==> config.mk <==
export PLATFORM = sky130hd
export DESIGN_NAME = sbc_spi_register_map
export DESIGN_NICKNAME = d
export VERILOG_FILES = /design/src/hdl/spi_frame_shifter.v /design/src/hdl/sbc_spi_register_map.v
export VERILOG_INCLUDE_DIRS = /design/src /design/src/hdl
export SDC_FILE = /design/constraint.sdc
export NUM_CORES = 1
export LEC_CHECK = 0
export ABC_AREA = 1
export BUFFER_PORTS_ARGS = -buffer_cell sky130_fd_sc_hd__buf_2
export CORE_MARGIN = 10
export CORE_UTILIZATION = 58
export DETAILED_ROUTE_END_ITERATION = 8
export PLACE_DENSITY = 0.86
export SETUP_SLACK_MARGIN = 0.2
export SLEW_MARGIN = 20
export SYNTH_ARGS = -nofsm -noshare
export SYNTH_HDL_FRONTEND = slang
export SYNTH_SLANG_ARGS = --single-unit
==> constraint.sdc <==
create_clock -name ref_clk -period 3.4 [get_ports ref_clk]
set_input_delay 0.34 -clock ref_clk [delete_from_list [all_inputs] [get_ports ref_clk]]
set_output_delay 0.34 -clock ref_clk [all_outputs]
set_load 0.005 [all_outputs]
==> src/hdl/sbc_spi_defines.vh <==
/*
 Constants for the SPI register map block: addresses, reset value,
 field positions, mode codes and frame figures.
 Assumes inclusion by its bare name from the design files.
*/
`ifndef SBC_SPI_DEFINES_VH
`define SBC_SPI_DEFINES_VH

// Frame layout
`define FRAME_BITS 5'h10
`define CNT_SAT 5'h11
`define ACCESS_BIT 7
`define PEEK_CNT 5'h07

// Address windows
`define CTRL_LO 7'h01
`define CTRL_HI 7'h1E
`define STAT_LO 7'h41
`define STAT_HI 7'h7E

// Special status addresses
`define ADDR_WAKE_LEVEL 7'h48
`define ADDR_FAMILY_ID 7'h7E

// Control register addresses
`define ADDR_MODE_SUPPLY 7'h01
`define ADDR_HARDWARE 7'h02
`define ADDR_WATCHDOG 7'h03
`define ADDR_BUS_FIRST 7'h04
`define ADDR_BUS_SECOND 7'h05
`define ADDR_WAKE_FIRST 7'h06
`define ADDR_WAKE_SECOND 7'h07
`define ADDR_WAKE_PULL 7'h08
`define ADDR_CYCLIC_TIMER 7'h0C
`define ADDR_SCRATCH 7'h1E

// Clearable status register addresses
`define ADDR_SUPPLY_STAT 7'h41
`define ADDR_THERMAL_STAT 7'h42
`define ADDR_DEVICE_STAT 7'h43
`define ADDR_BUS_FAIL_FIRST 7'h44
`define ADDR_BUS_FAIL_SECOND 7'h45
`define ADDR_WAKE_SRC_FIRST 7'h46
`define ADDR_WAKE_SRC_SECOND 7'h47
`define ADDR_SWITCHER_STAT 7'h4C

// Reset value of every register
`define REG_RESET 8'h00

// Mode supply and hardware control fields
`define MODE_LSB 6
`define SUP2_LSB 3
`define FO_ON_BIT 5

// Transceiver field codes and positions
`define TRX_ON 2'h3
`define TRX_WAKE 2'h1
`define TRX_LO_LSB 0
`define TRX_HI_LSB 3

// Mode field codes
`define MODEF_NORMAL 2'h0
`define MODEF_SLEEP 2'h1
`define MODEF_STOP 2'h2

// Second supply enable codes
`define SUP2_NORMAL 2'h1
`define SUP2_STOP 2'h2
`define SUP2_ALL 2'h3

// Operating mode codes on opMode
`define OPM_NORMAL 3'h0
`define OPM_STOP 3'h1
`define OPM_SLEEP 3'h2
`define OPM_RESTART 3'h3
`define OPM_FAILSAFE 3'h4
`define OPM_INIT 3'h5

`endif

==> src/hdl/spi_frame_shifter.v <==
/*
 SPI frame engine: synchronises the pins, shifts commands in on the
 falling clock edge and answers out after the rising edge, LSB first.
 Assumes the register side supplies readByte for the peeked address.
*/
`timescale 1ns/1ps
`include "sbc_spi_defines.vh"

module spi_frame_shifter
(
	// Clock and reset
	input wire ref_clk,
	input wire srst,
	// SPI pins
	input wire csN,
	input wire sclk,
	input wire sdi,
	output reg sdo,
	output reg sdoOe,
	// Register side
	input wire [7:0] readByte,
	input wire [7:0] infoByte,
	output reg [15:0] cmdWord,
	output reg frameValid
);

////////////////////////////////////////////////////////////////////////
reg [2:0] csSyncQ;
reg [2:0] clkSyncQ;
reg [1:0] sdiSyncQ;
reg [4:0] cntQ;
reg [15:0] txQ;
reg errQ;
reg badEdgeQ;
wire csFall = csSyncQ[2] & ~csSyncQ[1];
wire csRise = ~csSyncQ[2] & csSyncQ[1];
wire sckRise = ~clkSyncQ[2] & clkSyncQ[1];
wire sckFall = clkSyncQ[2] & ~clkSyncQ[1];
wire active = ~csSyncQ[1];
wire cntOk = (cntQ == `FRAME_BITS) | (cntQ == 5'h00);

// Two-stage synchronisers plus an edge stage
always @(posedge ref_clk)
begin
	if (srst)
	begin
		csSyncQ <= 3'h7;
		clkSyncQ <= 3'h0;
		sdiSyncQ <= 2'h0;
	end
	else
	begin
		csSyncQ <= {csSyncQ[1:0], csN};
		clkSyncQ <= {clkSyncQ[1:0], sclk};
		sdiSyncQ <= {sdiSyncQ[0], sdi};
	end
end

// Shift, count and judge the frame
always @(posedge ref_clk)
begin
	if (srst)
	begin
		cntQ <= 5'h00;
		cmdWord <= 16'h0000;
		txQ <= 16'h0000;
		sdo <= 1'b0;
		sdoOe <= 1'b0;
		errQ <= 1'b0;
		badEdgeQ <= 1'b0;
		frameValid <= 1'b0;
	end
	else
	begin
		frameValid <= 1'b0;
		sdoOe <= active;
		if (csFall)
		begin
			cntQ <= 5'h00;
			txQ <= {8'h00, infoByte};
			sdo <= errQ;
			badEdgeQ <= clkSyncQ[1];
		end
		else if (csRise)
		begin
			frameValid <= cntQ == `FRAME_BITS && !badEdgeQ && !clkSyncQ[1];
			errQ <= !cntOk | badEdgeQ | clkSyncQ[1];
		end
		else if (active)
		begin
			if (sckRise)
			begin
				sdo <= txQ[0];
				txQ <= {1'b0, txQ[15:1]};
			end
			if (sckFall)
			begin
				cmdWord <= {sdiSyncQ[1], cmdWord[15:1]};
				if (cntQ != `CNT_SAT)
					cntQ <= cntQ + 5'h01;
				if (cntQ == `PEEK_CNT)
					txQ[7:0] <= readByte;
			end
		end
	end
end

endmodule

==> src/hdl/sbc_spi_register_map.v <==
/*
 SPI register map of a system basis chip: command decode, control
 and status registers, mode driven field updates.
 Assumes opMode and status events come from logic on ref_clk and the
 SPI pins and wake pin come from outside this clock domain.
*/
`timescale 1ns/1ps
`include "sbc_spi_defines.vh"

module sbc_spi_register_map
#(
	parameter [7:0] FAMILY_ID = 8'h5A, // Arbitrary identity value
	parameter CTRL_NUM = 10,
	parameter STAT_NUM = 8
)
(
	// Clock and reset
	input wire ref_clk,
	input wire srst,
	// SPI pins
	input wire csN,
	input wire sclk,
	input wire sdi,
	output wire sdo,
	output wire sdoOe,
	// Device state
	input wire [2:0] opMode,
	input wire [63:0] statusEvents,
	input wire wakePin,
	input wire cfg2State,
	input wire testMode,
	input wire failTrigger,
	// Register outputs
	output reg [79:0] ctrlFlat,
	output reg [7:0] statusInfo,
	output reg [1:0] modeRequest,
	output reg modeRequestStb,
	output reg secondSupplyOn,
	output reg failOutputs
);

////////////////////////////////////////////////////////////////////////
// Address and mask tables

function [6:0] ctrlAddr;
	input integer idx;
	reg [3:0] sel;
	begin
		sel = idx[3:0];
		case (sel)
			4'h0: ctrlAddr = `ADDR_MODE_SUPPLY;
			4'h1: ctrlAddr = `ADDR_HARDWARE;
			4'h2: ctrlAddr = `ADDR_WATCHDOG;
			4'h3: ctrlAddr = `ADDR_BUS_FIRST;
			4'h4: ctrlAddr = `ADDR_BUS_SECOND;
			4'h5: ctrlAddr = `ADDR_WAKE_FIRST;
			4'h6: ctrlAddr = `ADDR_WAKE_SECOND;
			4'h7: ctrlAddr = `ADDR_WAKE_PULL;
			4'h8: ctrlAddr = `ADDR_CYCLIC_TIMER;
			default: ctrlAddr = `ADDR_SCRATCH;
		endcase
	end
endfunction

// Implemented bits per control register
function [7:0] ctrlMask;
	input integer idx;
	reg [3:0] sel;
	begin
		sel = idx[3:0];
		case (sel)
			4'h0: ctrlMask = 8'hDF;
			4'h1: ctrlMask = 8'hFF;
			4'h2: ctrlMask = 8'hFF;
			4'h3: ctrlMask = 8'hFB;
			4'h4: ctrlMask = 8'h1B;
			4'h5: ctrlMask = 8'h44;
			4'h6: ctrlMask = 8'h01;
			4'h7: ctrlMask = 8'h03;
			4'h8: ctrlMask = 8'h07;
			default: ctrlMask = 8'hFF;
		endcase
	end
endfunction

function [6:0] statAddr;
	input integer idx;
	reg [3:0] sel;
	begin
		sel = idx[3:0];
		case (sel)
			4'h0: statAddr = `ADDR_SUPPLY_STAT;
			4'h1: statAddr = `ADDR_THERMAL_STAT;
			4'h2: statAddr = `ADDR_DEVICE_STAT;
			4'h3: statAddr = `ADDR_BUS_FAIL_FIRST;
			4'h4: statAddr = `ADDR_BUS_FAIL_SECOND;
			4'h5: statAddr = `ADDR_WAKE_SRC_FIRST;
			4'h6: statAddr = `ADDR_WAKE_SRC_SECOND;
			default: statAddr = `ADDR_SWITCHER_STAT;
		endcase
	end
endfunction

// Implemented bits per clearable status register
function [7:0] statMask;
	input integer idx;
	reg [3:0] sel;
	begin
		sel = idx[3:0];
		case (sel)
			4'h0: statMask = 8'hFD;
			4'h1: statMask = 8'h07;
			4'h2: statMask = 8'hFF;
			4'h3: statMask = 8'h67;
			4'h4: statMask = 8'h1E;
			4'h5: statMask = 8'hB1;
			4'h6: statMask = 8'h07;
			default: statMask = 8'hF7;
		endcase
	end
endfunction

// Turn ON transceiver fields into wake capable
function [7:0] sleepTrx;
	input [7:0] val;
	reg [7:0] res;
	begin
		res = val;
		if (val[`TRX_LO_LSB+:2] == `TRX_ON)
			res[`TRX_LO_LSB+:2] = `TRX_WAKE;
		if (val[`TRX_HI_LSB+:2] == `TRX_ON)
			res[`TRX_HI_LSB+:2] = `TRX_WAKE;
		sleepTrx = res;
	end
endfunction

////////////////////////////////////////////////////////////////////////
// Frame engine

wire [15:0] cmdWord;
wire frameValid;
reg [7:0] readByte;

spi_frame_shifter uShifter
(
	.ref_clk(ref_clk),
	.srst(srst),
	.csN(csN),
	.sclk(sclk),
	.sdi(sdi),
	.sdo(sdo),
	.sdoOe(sdoOe),
	.readByte(readByte),
	.infoByte(statusInfo),
	.cmdWord(cmdWord),
	.frameValid(frameValid)
);

// Command fields
wire [6:0] cmdAddr = cmdWord[6:0];
wire cmdAccess = cmdWord[`ACCESS_BIT];
wire [7:0] cmdData = cmdWord[15:8];
wire [6:0] peekAddr = cmdWord[15:9];

////////////////////////////////////////////////////////////////////////
// Mode tracking

reg [2:0] opModeQ;
reg [1:0] wakeSyncQ;
reg failLatchQ;
wire modeChanged = opMode != opModeQ;
wire enterSleep = modeChanged && opMode == `OPM_SLEEP;
wire isNormal = opMode == `OPM_NORMAL;
wire deaf = opMode == `OPM_RESTART || opMode == `OPM_SLEEP ||
	opMode == `OPM_FAILSAFE;
wire cmdOk = frameValid && !deaf;
wire inCtrl = cmdAddr >= `CTRL_LO && cmdAddr <= `CTRL_HI;
wire inStat = cmdAddr >= `STAT_LO && cmdAddr <= `STAT_HI;
wire ctrlWrite = cmdOk && cmdAccess && inCtrl;
wire statClear = cmdOk && cmdAccess && inStat;

// Mode code for the field, unchanged for other modes
reg [1:0] modeField;
reg modeFieldHit;
always @*
begin
	modeFieldHit = 1'b1;
	case (opMode)
		`OPM_NORMAL: modeField = `MODEF_NORMAL;
		`OPM_SLEEP: modeField = `MODEF_SLEEP;
		`OPM_STOP: modeField = `MODEF_STOP;
		default:
		begin
			modeField = `MODEF_NORMAL;
			modeFieldHit = 1'b0;
		end
	endcase
end

// Mode history, wake pin sync and fail latch
always @(posedge ref_clk)
begin
	if (srst)
	begin
		opModeQ <= `OPM_INIT;
		wakeSyncQ <= 2'h0;
		failLatchQ <= 1'b0;
	end
	else
	begin
		opModeQ <= opMode;
		wakeSyncQ <= {wakeSyncQ[0], wakePin};
		if (failTrigger)
			failLatchQ <= 1'b1;
	end
end

////////////////////////////////////////////////////////////////////////
// Control registers

wire [79:0] ctrlD;
genvar g;
generate
	for (g = 0; g < CTRL_NUM; g = g + 1)
	begin : gCtrl
		reg [7:0] nx;
		wire [7:0] cur = ctrlFlat[g*8+:8];
		wire hit = ctrlWrite && cmdAddr == ctrlAddr(g);
		always @*
		begin
			nx = cur;
			if (hit)
				nx = cmdData & ctrlMask(g);
			if (hit && g == 0 && !isNormal)
				nx[`SUP2_LSB+:2] = cur[`SUP2_LSB+:2];
			if (g == 0 && modeChanged && modeFieldHit)
				nx[`MODE_LSB+:2] = modeField;
			if ((g == 3 || g == 4) && enterSleep)
				nx = sleepTrx(nx);
		end
		assign ctrlD[g*8+:8] = nx;
	end
endgenerate

// Store control registers, issue mode requests
always @(posedge ref_clk)
begin
	if (srst)
	begin
		ctrlFlat <= {10{`REG_RESET}};
		modeRequest <= `MODEF_NORMAL;
		modeRequestStb <= 1'b0;
		secondSupplyOn <= 1'b0;
		failOutputs <= 1'b0;
	end
	else
	begin
		ctrlFlat <= ctrlD;
		modeRequestStb <= ctrlWrite && cmdAddr == `ADDR_MODE_SUPPLY;
		if (ctrlWrite && cmdAddr == `ADDR_MODE_SUPPLY)
			modeRequest <= cmdData[`MODE_LSB+:2];
		case (ctrlFlat[`SUP2_LSB+:2])
			`SUP2_NORMAL: secondSupplyOn <= isNormal;
			`SUP2_STOP: secondSupplyOn <= isNormal ||
				opMode == `OPM_STOP;
			`SUP2_ALL: secondSupplyOn <= isNormal ||
				opMode == `OPM_STOP || opMode == `OPM_SLEEP;
			default: secondSupplyOn <= 1'b0;
		endcase
		failOutputs <= failLatchQ | ctrlFlat[8+`FO_ON_BIT];
	end
end

////////////////////////////////////////////////////////////////////////
// Status registers

reg [63:0] statFlat;
wire [63:0] statD;
generate
	for (g = 0; g < STAT_NUM; g = g + 1)
	begin : gStat
		wire clr = statClear && cmdAddr == statAddr(g);
		wire [7:0] kept = clr ? 8'h00 : statFlat[g*8+:8];
		// Set wins over a clear in the same cycle
		assign statD[g*8+:8] = (kept | statusEvents[g*8+:8]) &
			statMask(g);
	end
endgenerate

// Store status and summary field
always @(posedge ref_clk)
begin
	if (srst)
	begin
		statFlat <= 64'h0000000000000000;
		statusInfo <= 8'h00;
	end
	else
	begin
		statFlat <= statD;
		statusInfo <= {|statD[63:56], |statD[55:48], |statD[47:40],
			|statD[39:32], |statD[31:24], |statD[23:16],
			|statD[15:8], |statD[7:0]};
	end
end

////////////////////////////////////////////////////////////////////////
// Read data for the address being received

// Live wake level byte, never stored
wire [7:0] wakeLevel = {testMode, 1'b0, cfg2State, 4'h0,
	wakeSyncQ[1]};

integer k;
always @*
begin
	readByte = 8'h00;
	for (k = 0; k < CTRL_NUM; k = k + 1)
		if (peekAddr == ctrlAddr(k))
			readByte = ctrlFlat[k*8+:8];
	for (k = 0; k < STAT_NUM; k = k + 1)
		if (peekAddr == statAddr(k))
			readByte = statFlat[k*8+:8];
	if (peekAddr == `ADDR_WAKE_LEVEL)
		readByte = wakeLevel;
	if (peekAddr == `ADDR_FAMILY_ID)
		readByte = FAMILY_ID;
end

endmodule

# Word level (Yosys, flattened, before mapping)
# Index checks and enable logic that the tools add are counted.
[totals]
regBits = 157
inputBits = 76
out_inout_bits = 95
[classes]
n_addsub = 1
order_cmp = 4
eq_ne = 55
n_mux = 51
n_bitwise = 23
reduce_logical = 59
[op_table]
columns = ["operator", "n"]
rows = [
  ["8-bit two-way mux", 33],
  ["7-bit == test, second input constant", 18],
  ["7-bit by 3-bit == test with 1-bit output, second input constant", 8],
  ["8-bit bitwise OR", 4],
  ["1-bit logical AND", 29],
  ["7-bit by 2-bit == test with 1-bit output, second input constant", 4],
  ["7-bit by 4-bit == test with 1-bit output, second input constant", 4],
  ["5-bit two-way mux", 3],
  ["7-bit by 1-bit == test with 1-bit output, second input constant", 2],
  ["7-bit by 5-bit == test with 1-bit output, second input constant", 2],
  ["7-bit OR reduction", 2],
  ["2-bit == test, second input constant", 6],
  ["3-bit OR reduction", 4],
  ["2-bit two-way mux", 5],
  ["4-bit AND reduction", 2],
  ["4-bit OR reduction", 2],
  ["8-bit OR reduction", 1],
  ["7-bit by 1-bit greater-or-equal comparator with 1-bit output, second input constant", 1],
  ["7-bit greater-or-equal comparator, second input constant", 1],
  ["7-bit by 5-bit <= comparator with 1-bit output, second input constant", 1],
  ["7-bit <= comparator, second input constant", 1],
  ["7-bit two-way mux", 1],
  ["1-bit NOT", 7],
  ["7-bit bitwise OR", 1],
  ["28 further kinds", 51],
]

# Logic depth before layout (Yosys ltp)
[logic_depth]
depth_word = 26
depth_mapped = 18
mapped_depth_nobuf = 18

# Hierarchy
# From an unflattened synthesis, not the netlist that was laid out.
[hier_totals]
cells_unflattened = 1006
area_unflattened_um2 = 7128.1
[by_module_without_submodules]
columns = ["mod", "n_inst", "cells_per_inst", "area_each_um2", "seq_area_each_um2"]
rows = [
  ["sbc_spi_register_map", 1, 761, 5241.3, 2202.1],
  ["spi_frame_shifter", 1, 245, 1886.8, 840.8],
]

# Worst setup path before layout
# Ideal clock, no wire load.
[synth_path]
kind = "flip-flop to flip-flop"
from = "reg uShifter.cmdWord[11]"
to = "reg uShifter.txQ[6]"
arrival_ns = 1.574
setup_slack_ns = 1.707
stages_incl_launch_ff = 15
period_less_slack_ns = 1.693
path_cell_list = "dfxtp_1 -> buf_4 -> inv_2 -> buf_6 -> nor2_1 -> nand2_2 -> nor2_2 -> a221oi_1 -> nand3_1 -> a21oi_1 -> nand2_1 -> nor2_1 -> nand3_1 -> nand2_1 -> a21oi_1"
[synth_between]
elab_chain_cells = 26
elab_cells_between_ends = 45
[synth_rtl]
columns = ["element", "line_no", "source"]
rows = [
  ["start, declared", "spi_frame_shifter.v:23", "output reg [15:0] cmdWord,"],
  ["start signal, assigned", "spi_frame_shifter.v:98", "cmdWord <= {sdiSyncQ[1], cmdWord[15:1]};"],
  ["7-bit by 1-bit == test with 1-bit output", "sbc_spi_register_map.v:319", "if (peekAddr == ctrlAddr(k))"],
  ["8-bit two-way mux (10 in a row)", "sbc_spi_register_map.v:319", ""],
  ["8-bit two-way mux (8 in a row)", "sbc_spi_register_map.v:322", "if (peekAddr == statAddr(k))"],
  ["8-bit two-way mux", "sbc_spi_register_map.v:324", "if (peekAddr == `ADDR_WAKE_LEVEL)"],
  ["8-bit two-way mux *", "sbc_spi_register_map.v:326", "if (peekAddr == `ADDR_FAMILY_ID)"],
  ["8-bit two-way mux *", "spi_frame_shifter.v:101", "if (cntQ == `PEEK_CNT)"],
  ["8-bit two-way mux *", "spi_frame_shifter.v:96", "if (sckFall)"],
  ["8-bit two-way mux *", "spi_frame_shifter.v:89", "else if (active)"],
  ["8-bit two-way mux *", "spi_frame_shifter.v:84", "else if (csRise)"],
  ["8-bit two-way mux *", "spi_frame_shifter.v:77", "if (csFall)"],
  ["end signal, assigned", "spi_frame_shifter.v:80", "txQ <= {8'h00, infoByte};"],
  ["end signal, assigned", "spi_frame_shifter.v:94", "txQ <= {1'b0, txQ[15:1]};"],
  ["end signal, assigned", "spi_frame_shifter.v:102", "txQ[7:0] <= readByte;"],
  ["end, declared", "spi_frame_shifter.v:32", "reg [15:0] txQ;"],
]
# Mark *: on every way between the ends. The rest lies on a longest branch, timed or not. The select of a mux whose other input is x is not followed.
# A chain may end at the register's enable or synchronous reset.

# Final worst setup path
[layout_path]
from = "reg uShifter.csSyncQ[1]"
to = "reg uShifter.sdo"
[layout_between]
elab_chain_cells = 4
elab_cells_between_ends = 8
[layout_rtl]
columns = ["element", "line_no", "source"]
rows = [
  ["start, declared", "spi_frame_shifter.v:28", "reg [2:0] csSyncQ;"],
  ["start signal, assigned", "spi_frame_shifter.v:53", "csSyncQ <= {csSyncQ[1:0], csN};"],
  ["1-bit NOT (no line) *", "n/a", ""],
  ["via uShifter.active", "spi_frame_shifter.v:39", "wire active = ~csSyncQ[1];"],
  ["1-bit AND *", "spi_frame_shifter.v:35", "wire csFall = csSyncQ[2] & ~csSyncQ[1];"],
  ["via uShifter.csFall", "spi_frame_shifter.v:35", ""],
  ["2-bit != test (no line), or another cell as far along", "n/a", ""],
  ["3-bit AND reduction (no line)", "n/a", ""],
  ["end signal, assigned", "spi_frame_shifter.v:81", "sdo <= errQ;"],
  ["end signal, assigned", "spi_frame_shifter.v:93", "sdo <= txQ[0];"],
  ["end, declared", "spi_frame_shifter.v:18", "output reg sdo,"],
]
# Mark *: on every way through the listed nets, which the timed path passes. The rest lies on a longest branch.

==> impl_results.md <==
* EDFF count, synth at 0
* Buffers added on ports at 117
* Status: finished, final reports clean
* Post-CTS setup buffers at 0
* FF-to-FF Start: uShifter.csSyncQ[1]
* Switching power at 925.4 µW
* Post-route DRC at 0
* DP Area at 0.007413 mm²
* Power per cell area at 503.8 mW/mm²
* Total gr overflow at 0
* Switch share at 0.2291
* Clk slew on worst S/H paths at 0.06 ns
* Slowest CP cell: ha_1
* Sequential cell area fraction in the yosys report at 0.4407
* Sequential power share at 0.466
* Largest net degree at the start of global routing at 65
* Fin util at 0.6963
* Post-CTS sizing at 0
* H-tree levels at 4
* Filler Cell Count at 948
* Setup ws final at 0.8008 ns
* Final Max Slew Viols at 0
* Final instance area at 0.008019 mm²
* Period utilization at 0.7645
* Critical path peak fanout at 17
* Wirelength per Cell at 17.67 µm
* Commonest cells after routing, fill and taps aside: dfxtp_1, nand2_1, a21oi_1
* Gpl congestion at 0.9946
* Clk_skew at 0.007392 ns
* Post-CTS Hold Buffers at 0
* Static Leakage at 0.003639 µW
* Logic pwr share at 0.053
* Initial antenna violation count at 0
* Area growth, synth to finish at 16.13%
* Req. time, crit path at 3.76 ns
* Clock Power Share at 0.481
* Commonest non-fill, non-tap cell in the layout: dfxtp_1
* Final #Nets at 1124
* Worst Setup EP: uShifter.sdo
* FF-to-FF End: uShifter.sdo
* Worst Reg-to-Reg Cells at 8
* Worst-skew pair later-pin latency at 0.43 ns
* Post-Syn Area at 0.006905 mm²
* Via/cell ratio at 5.821
* Fmax at 384.7 MHz
* Least-Margin Pin Slew at 0.9127 ns
* Worst Setup End Kind: flip-flop
* Drt pass-1 iters at 6
* Total die area at 0.01667 mm²
* Post-DRT Antenna Nets at 0
* Cells after synthesis at 935
* Hold Vio Cnt, Final at 0
* TritonCTS clock tree: built
* Critical Path Source: uShifter.csSyncQ[1]
* Int Pwr at 3114 µW
* Initial detailed-routing violation count at 876
* Clk sinks at 152
* Syn avg cell area at 7.385 µm²
* RSZ-0062 raised after global routing: false
* Total CTS buffers at 17
* Vias at 6974
* Cell chain of the critical path: inv_1 -> ha_1 -> inv_2 -> a21oi_1 -> inv_2 -> a21oi_1 -> o21ai_0 -> a31oi_1
* First-pass GRT wire length at 32.83 mm
* Final setup fails at 0
* Final setup TNS at 0 ns
* Layout cell share with drive strength beyond 1 at 0.1953
* Vias in the first global route at 6458
* Dpl hpwl at 15.23 mm
* Starting Density at 0.5996
* Slew Limit Headroom at 0.3893
* Arrival @ worst endpoint at 2.96 ns
* DRT Wirelength at 21.17 mm
* CP Class: reg -> reg
* Global Route Usage Sum at 0.2475
* Peak supply drop at 0.3557 mV
* Core Area at 0.01152 mm²
* Flop2flop setup slack at 0.80 ns
* Ant. Diodes at 0
* Synth Warn # at 0
* CTS root buffer: clkbuf_16
* Minimum clock period at 2.599 ns
* MaxCap Viol Count at 0
* Top FF cell, synth: dfxtp_1
* Pre-CTS setup slack at 0.9357 ns
* Hold Path Class: in -> reg
* Clock buffer depth at 2
* Num rows at 39
* CP startpoint kind: flip-flop
* Ys async rst share at 0
* Synthesized flop and latch total at 152
* Hold path startpoint: csN
* I/O pins at 171
* Distinct cells, synth at 46
* Largest incremental delay on the critical path at 0.58 ns
* Die Ht at 129.1 µm
* Die width at 129.1 µm
-- power groups by stage --
stage / Sequential, µW / Combinational (µW) / Clock (µW)
after global routing: 1880 / 241 / 2030
after CTS: 1880 / 209 / 1950
after floorplan: 1900 / 162 / 0
after global placement: 1920 / 200 / 0
after detailed placement: 1920 / 206 / 0
final: 1880 / 214 / 1940
-- metal layers --
| metal | up-vias | routed length [µm] | track usage |
|---|---|---|---|
| met5 | - | 0 | 0 |
| met4 | 0 | 682 | 0.1124 |
| met3 | 73 | 2527 | 0.08116 |
| met2 | 446 | 9756 | 0.3940 |
| met1 | 3195 | 8206 | 0.2990 |
| li1 | 3260 | - | - |
-- cells in the mapped netlist (2+ instances only) --
| cell type | number | area [µm²] |
|---|---|---|
| inv_2 | 16 | 60.06 |
| buf_1 | 3 | 11.26 |
| nand2_1 | 144 | 540.5 |
| o211ai_1 | 2 | 15.01 |
| buf_4 | 37 | 277.8 |
| a31oi_1 | 12 | 75.07 |
| nand2_2 | 9 | 56.30 |
| o21ai_1 | 4 | 20.02 |
| nand2_4 | 3 | 33.78 |
| xnor2_1 | 3 | 26.28 |
| o21bai_1 | 3 | 22.52 |
| a41oi_1 | 4 | 35.03 |
| dfxtp_1 | 152 | 3043 |
| nor2_1 | 118 | 442.9 |
| nand4_1 | 17 | 106.4 |
| inv_1 | 71 | 266.5 |
| ha_1 | 6 | 75.07 |
| a21oi_1 | 129 | 645.6 |
| buf_6 | 2 | 22.52 |
| inv_4 | 2 | 12.51 |
| nor2_4 | 6 | 67.56 |
| or2_2 | 7 | 43.79 |
| clkbuf_1 | 17 | 63.81 |
| nand3_1 | 31 | 155.2 |
| nor3_2 | 2 | 20.02 |
| nor3_1 | 18 | 90.09 |
| nor4_1 | 2 | 12.51 |
| a21o_1 | 4 | 30.03 |
| nor2_2 | 7 | 43.79 |
| o21ai_0 | 83 | 415.4 |
| a211oi_1 | 4 | 30.03 |
| a221oi_1 | 3 | 26.28 |
-- stage by stage --
stage	hold slack [ns]	cells	power, µW
finish	0.09492	1198	4040
global route	0.09969	1198	4151
CTS	0.08424	1198	4036
detailed placement	0.4027	1166	2123
global placement	0.3978	1166	2116
floorplan	0.3883	964	2066
-- registers in the layout (all words and copies together) (netlist names), 2 cells and up, named ones only --
name,count
uShifter.csSyncQ,3
wakeSyncQ,2
ctrlFlat,48
uShifter.clkSyncQ,3
opModeQ,3
modeRequest,2
uShifter.txQ,8
statusInfo,8
uShifter.sdiSyncQ,2
uShifter.cntQ,5
uShifter.cmdWord,16
statFlat,41
-- cell families (layout without fill, tap and decap cells) --
kind of cell / Yosys count / after routing / share of synthesized area
AO/OA/AOI/OAI: 253 / 253 / 0.1971
buffers and inverters: 152 / 243 / 0.1080
adder cells (fa/ha/maj): 6 / 6 / 0.01087
AND/OR/NAND/NOR: 368 / 368 / 0.2390
other: 1 / 30 / 0.0005431
flip-flops: 152 / 152 / 0.4407
XOR/XNOR: 3 / 3 / 0.003806
-- worst max-delay path, delay by kind of cell (launching register included) --
kind	cells	cell delay, ns
AOI/OAI and AO/OA	4	1.07
adders and majority gates	1	0.58
buffers and inverters	3	0.51
DFF	1	0.36
-- worst min-delay path by stage --
stage                      endpoint  slack, ns  cells past startpoint
2_1_floorplan  uShifter.clkSyncQ[1]       0.39                      2
3_3_place_gp   uShifter.sdiSyncQ[1]       0.40                      2
3_5_place_dp   uShifter.sdiSyncQ[1]       0.40                      2
4_1_cts         uShifter.csSyncQ[0]       0.08                      2
5_1_grt         uShifter.csSyncQ[0]        0.1                      2
6_report        uShifter.csSyncQ[0]       0.09                      2
-- area by class of cell --
class                           instances  area, µm²  area share
Clock buffer                           21      460.4     0.05742
Multi-Input combinational cell        660       3226      0.4022
Timing Repair Buffer                  119      600.6     0.07489
Clock inverter                         11      145.1     0.01810
Inverter                               92      365.4     0.04556
Sequential cell                       152       3043      0.3795
Tap cell                              143      178.9     0.02231
Power figures use the tool's default switching activity.
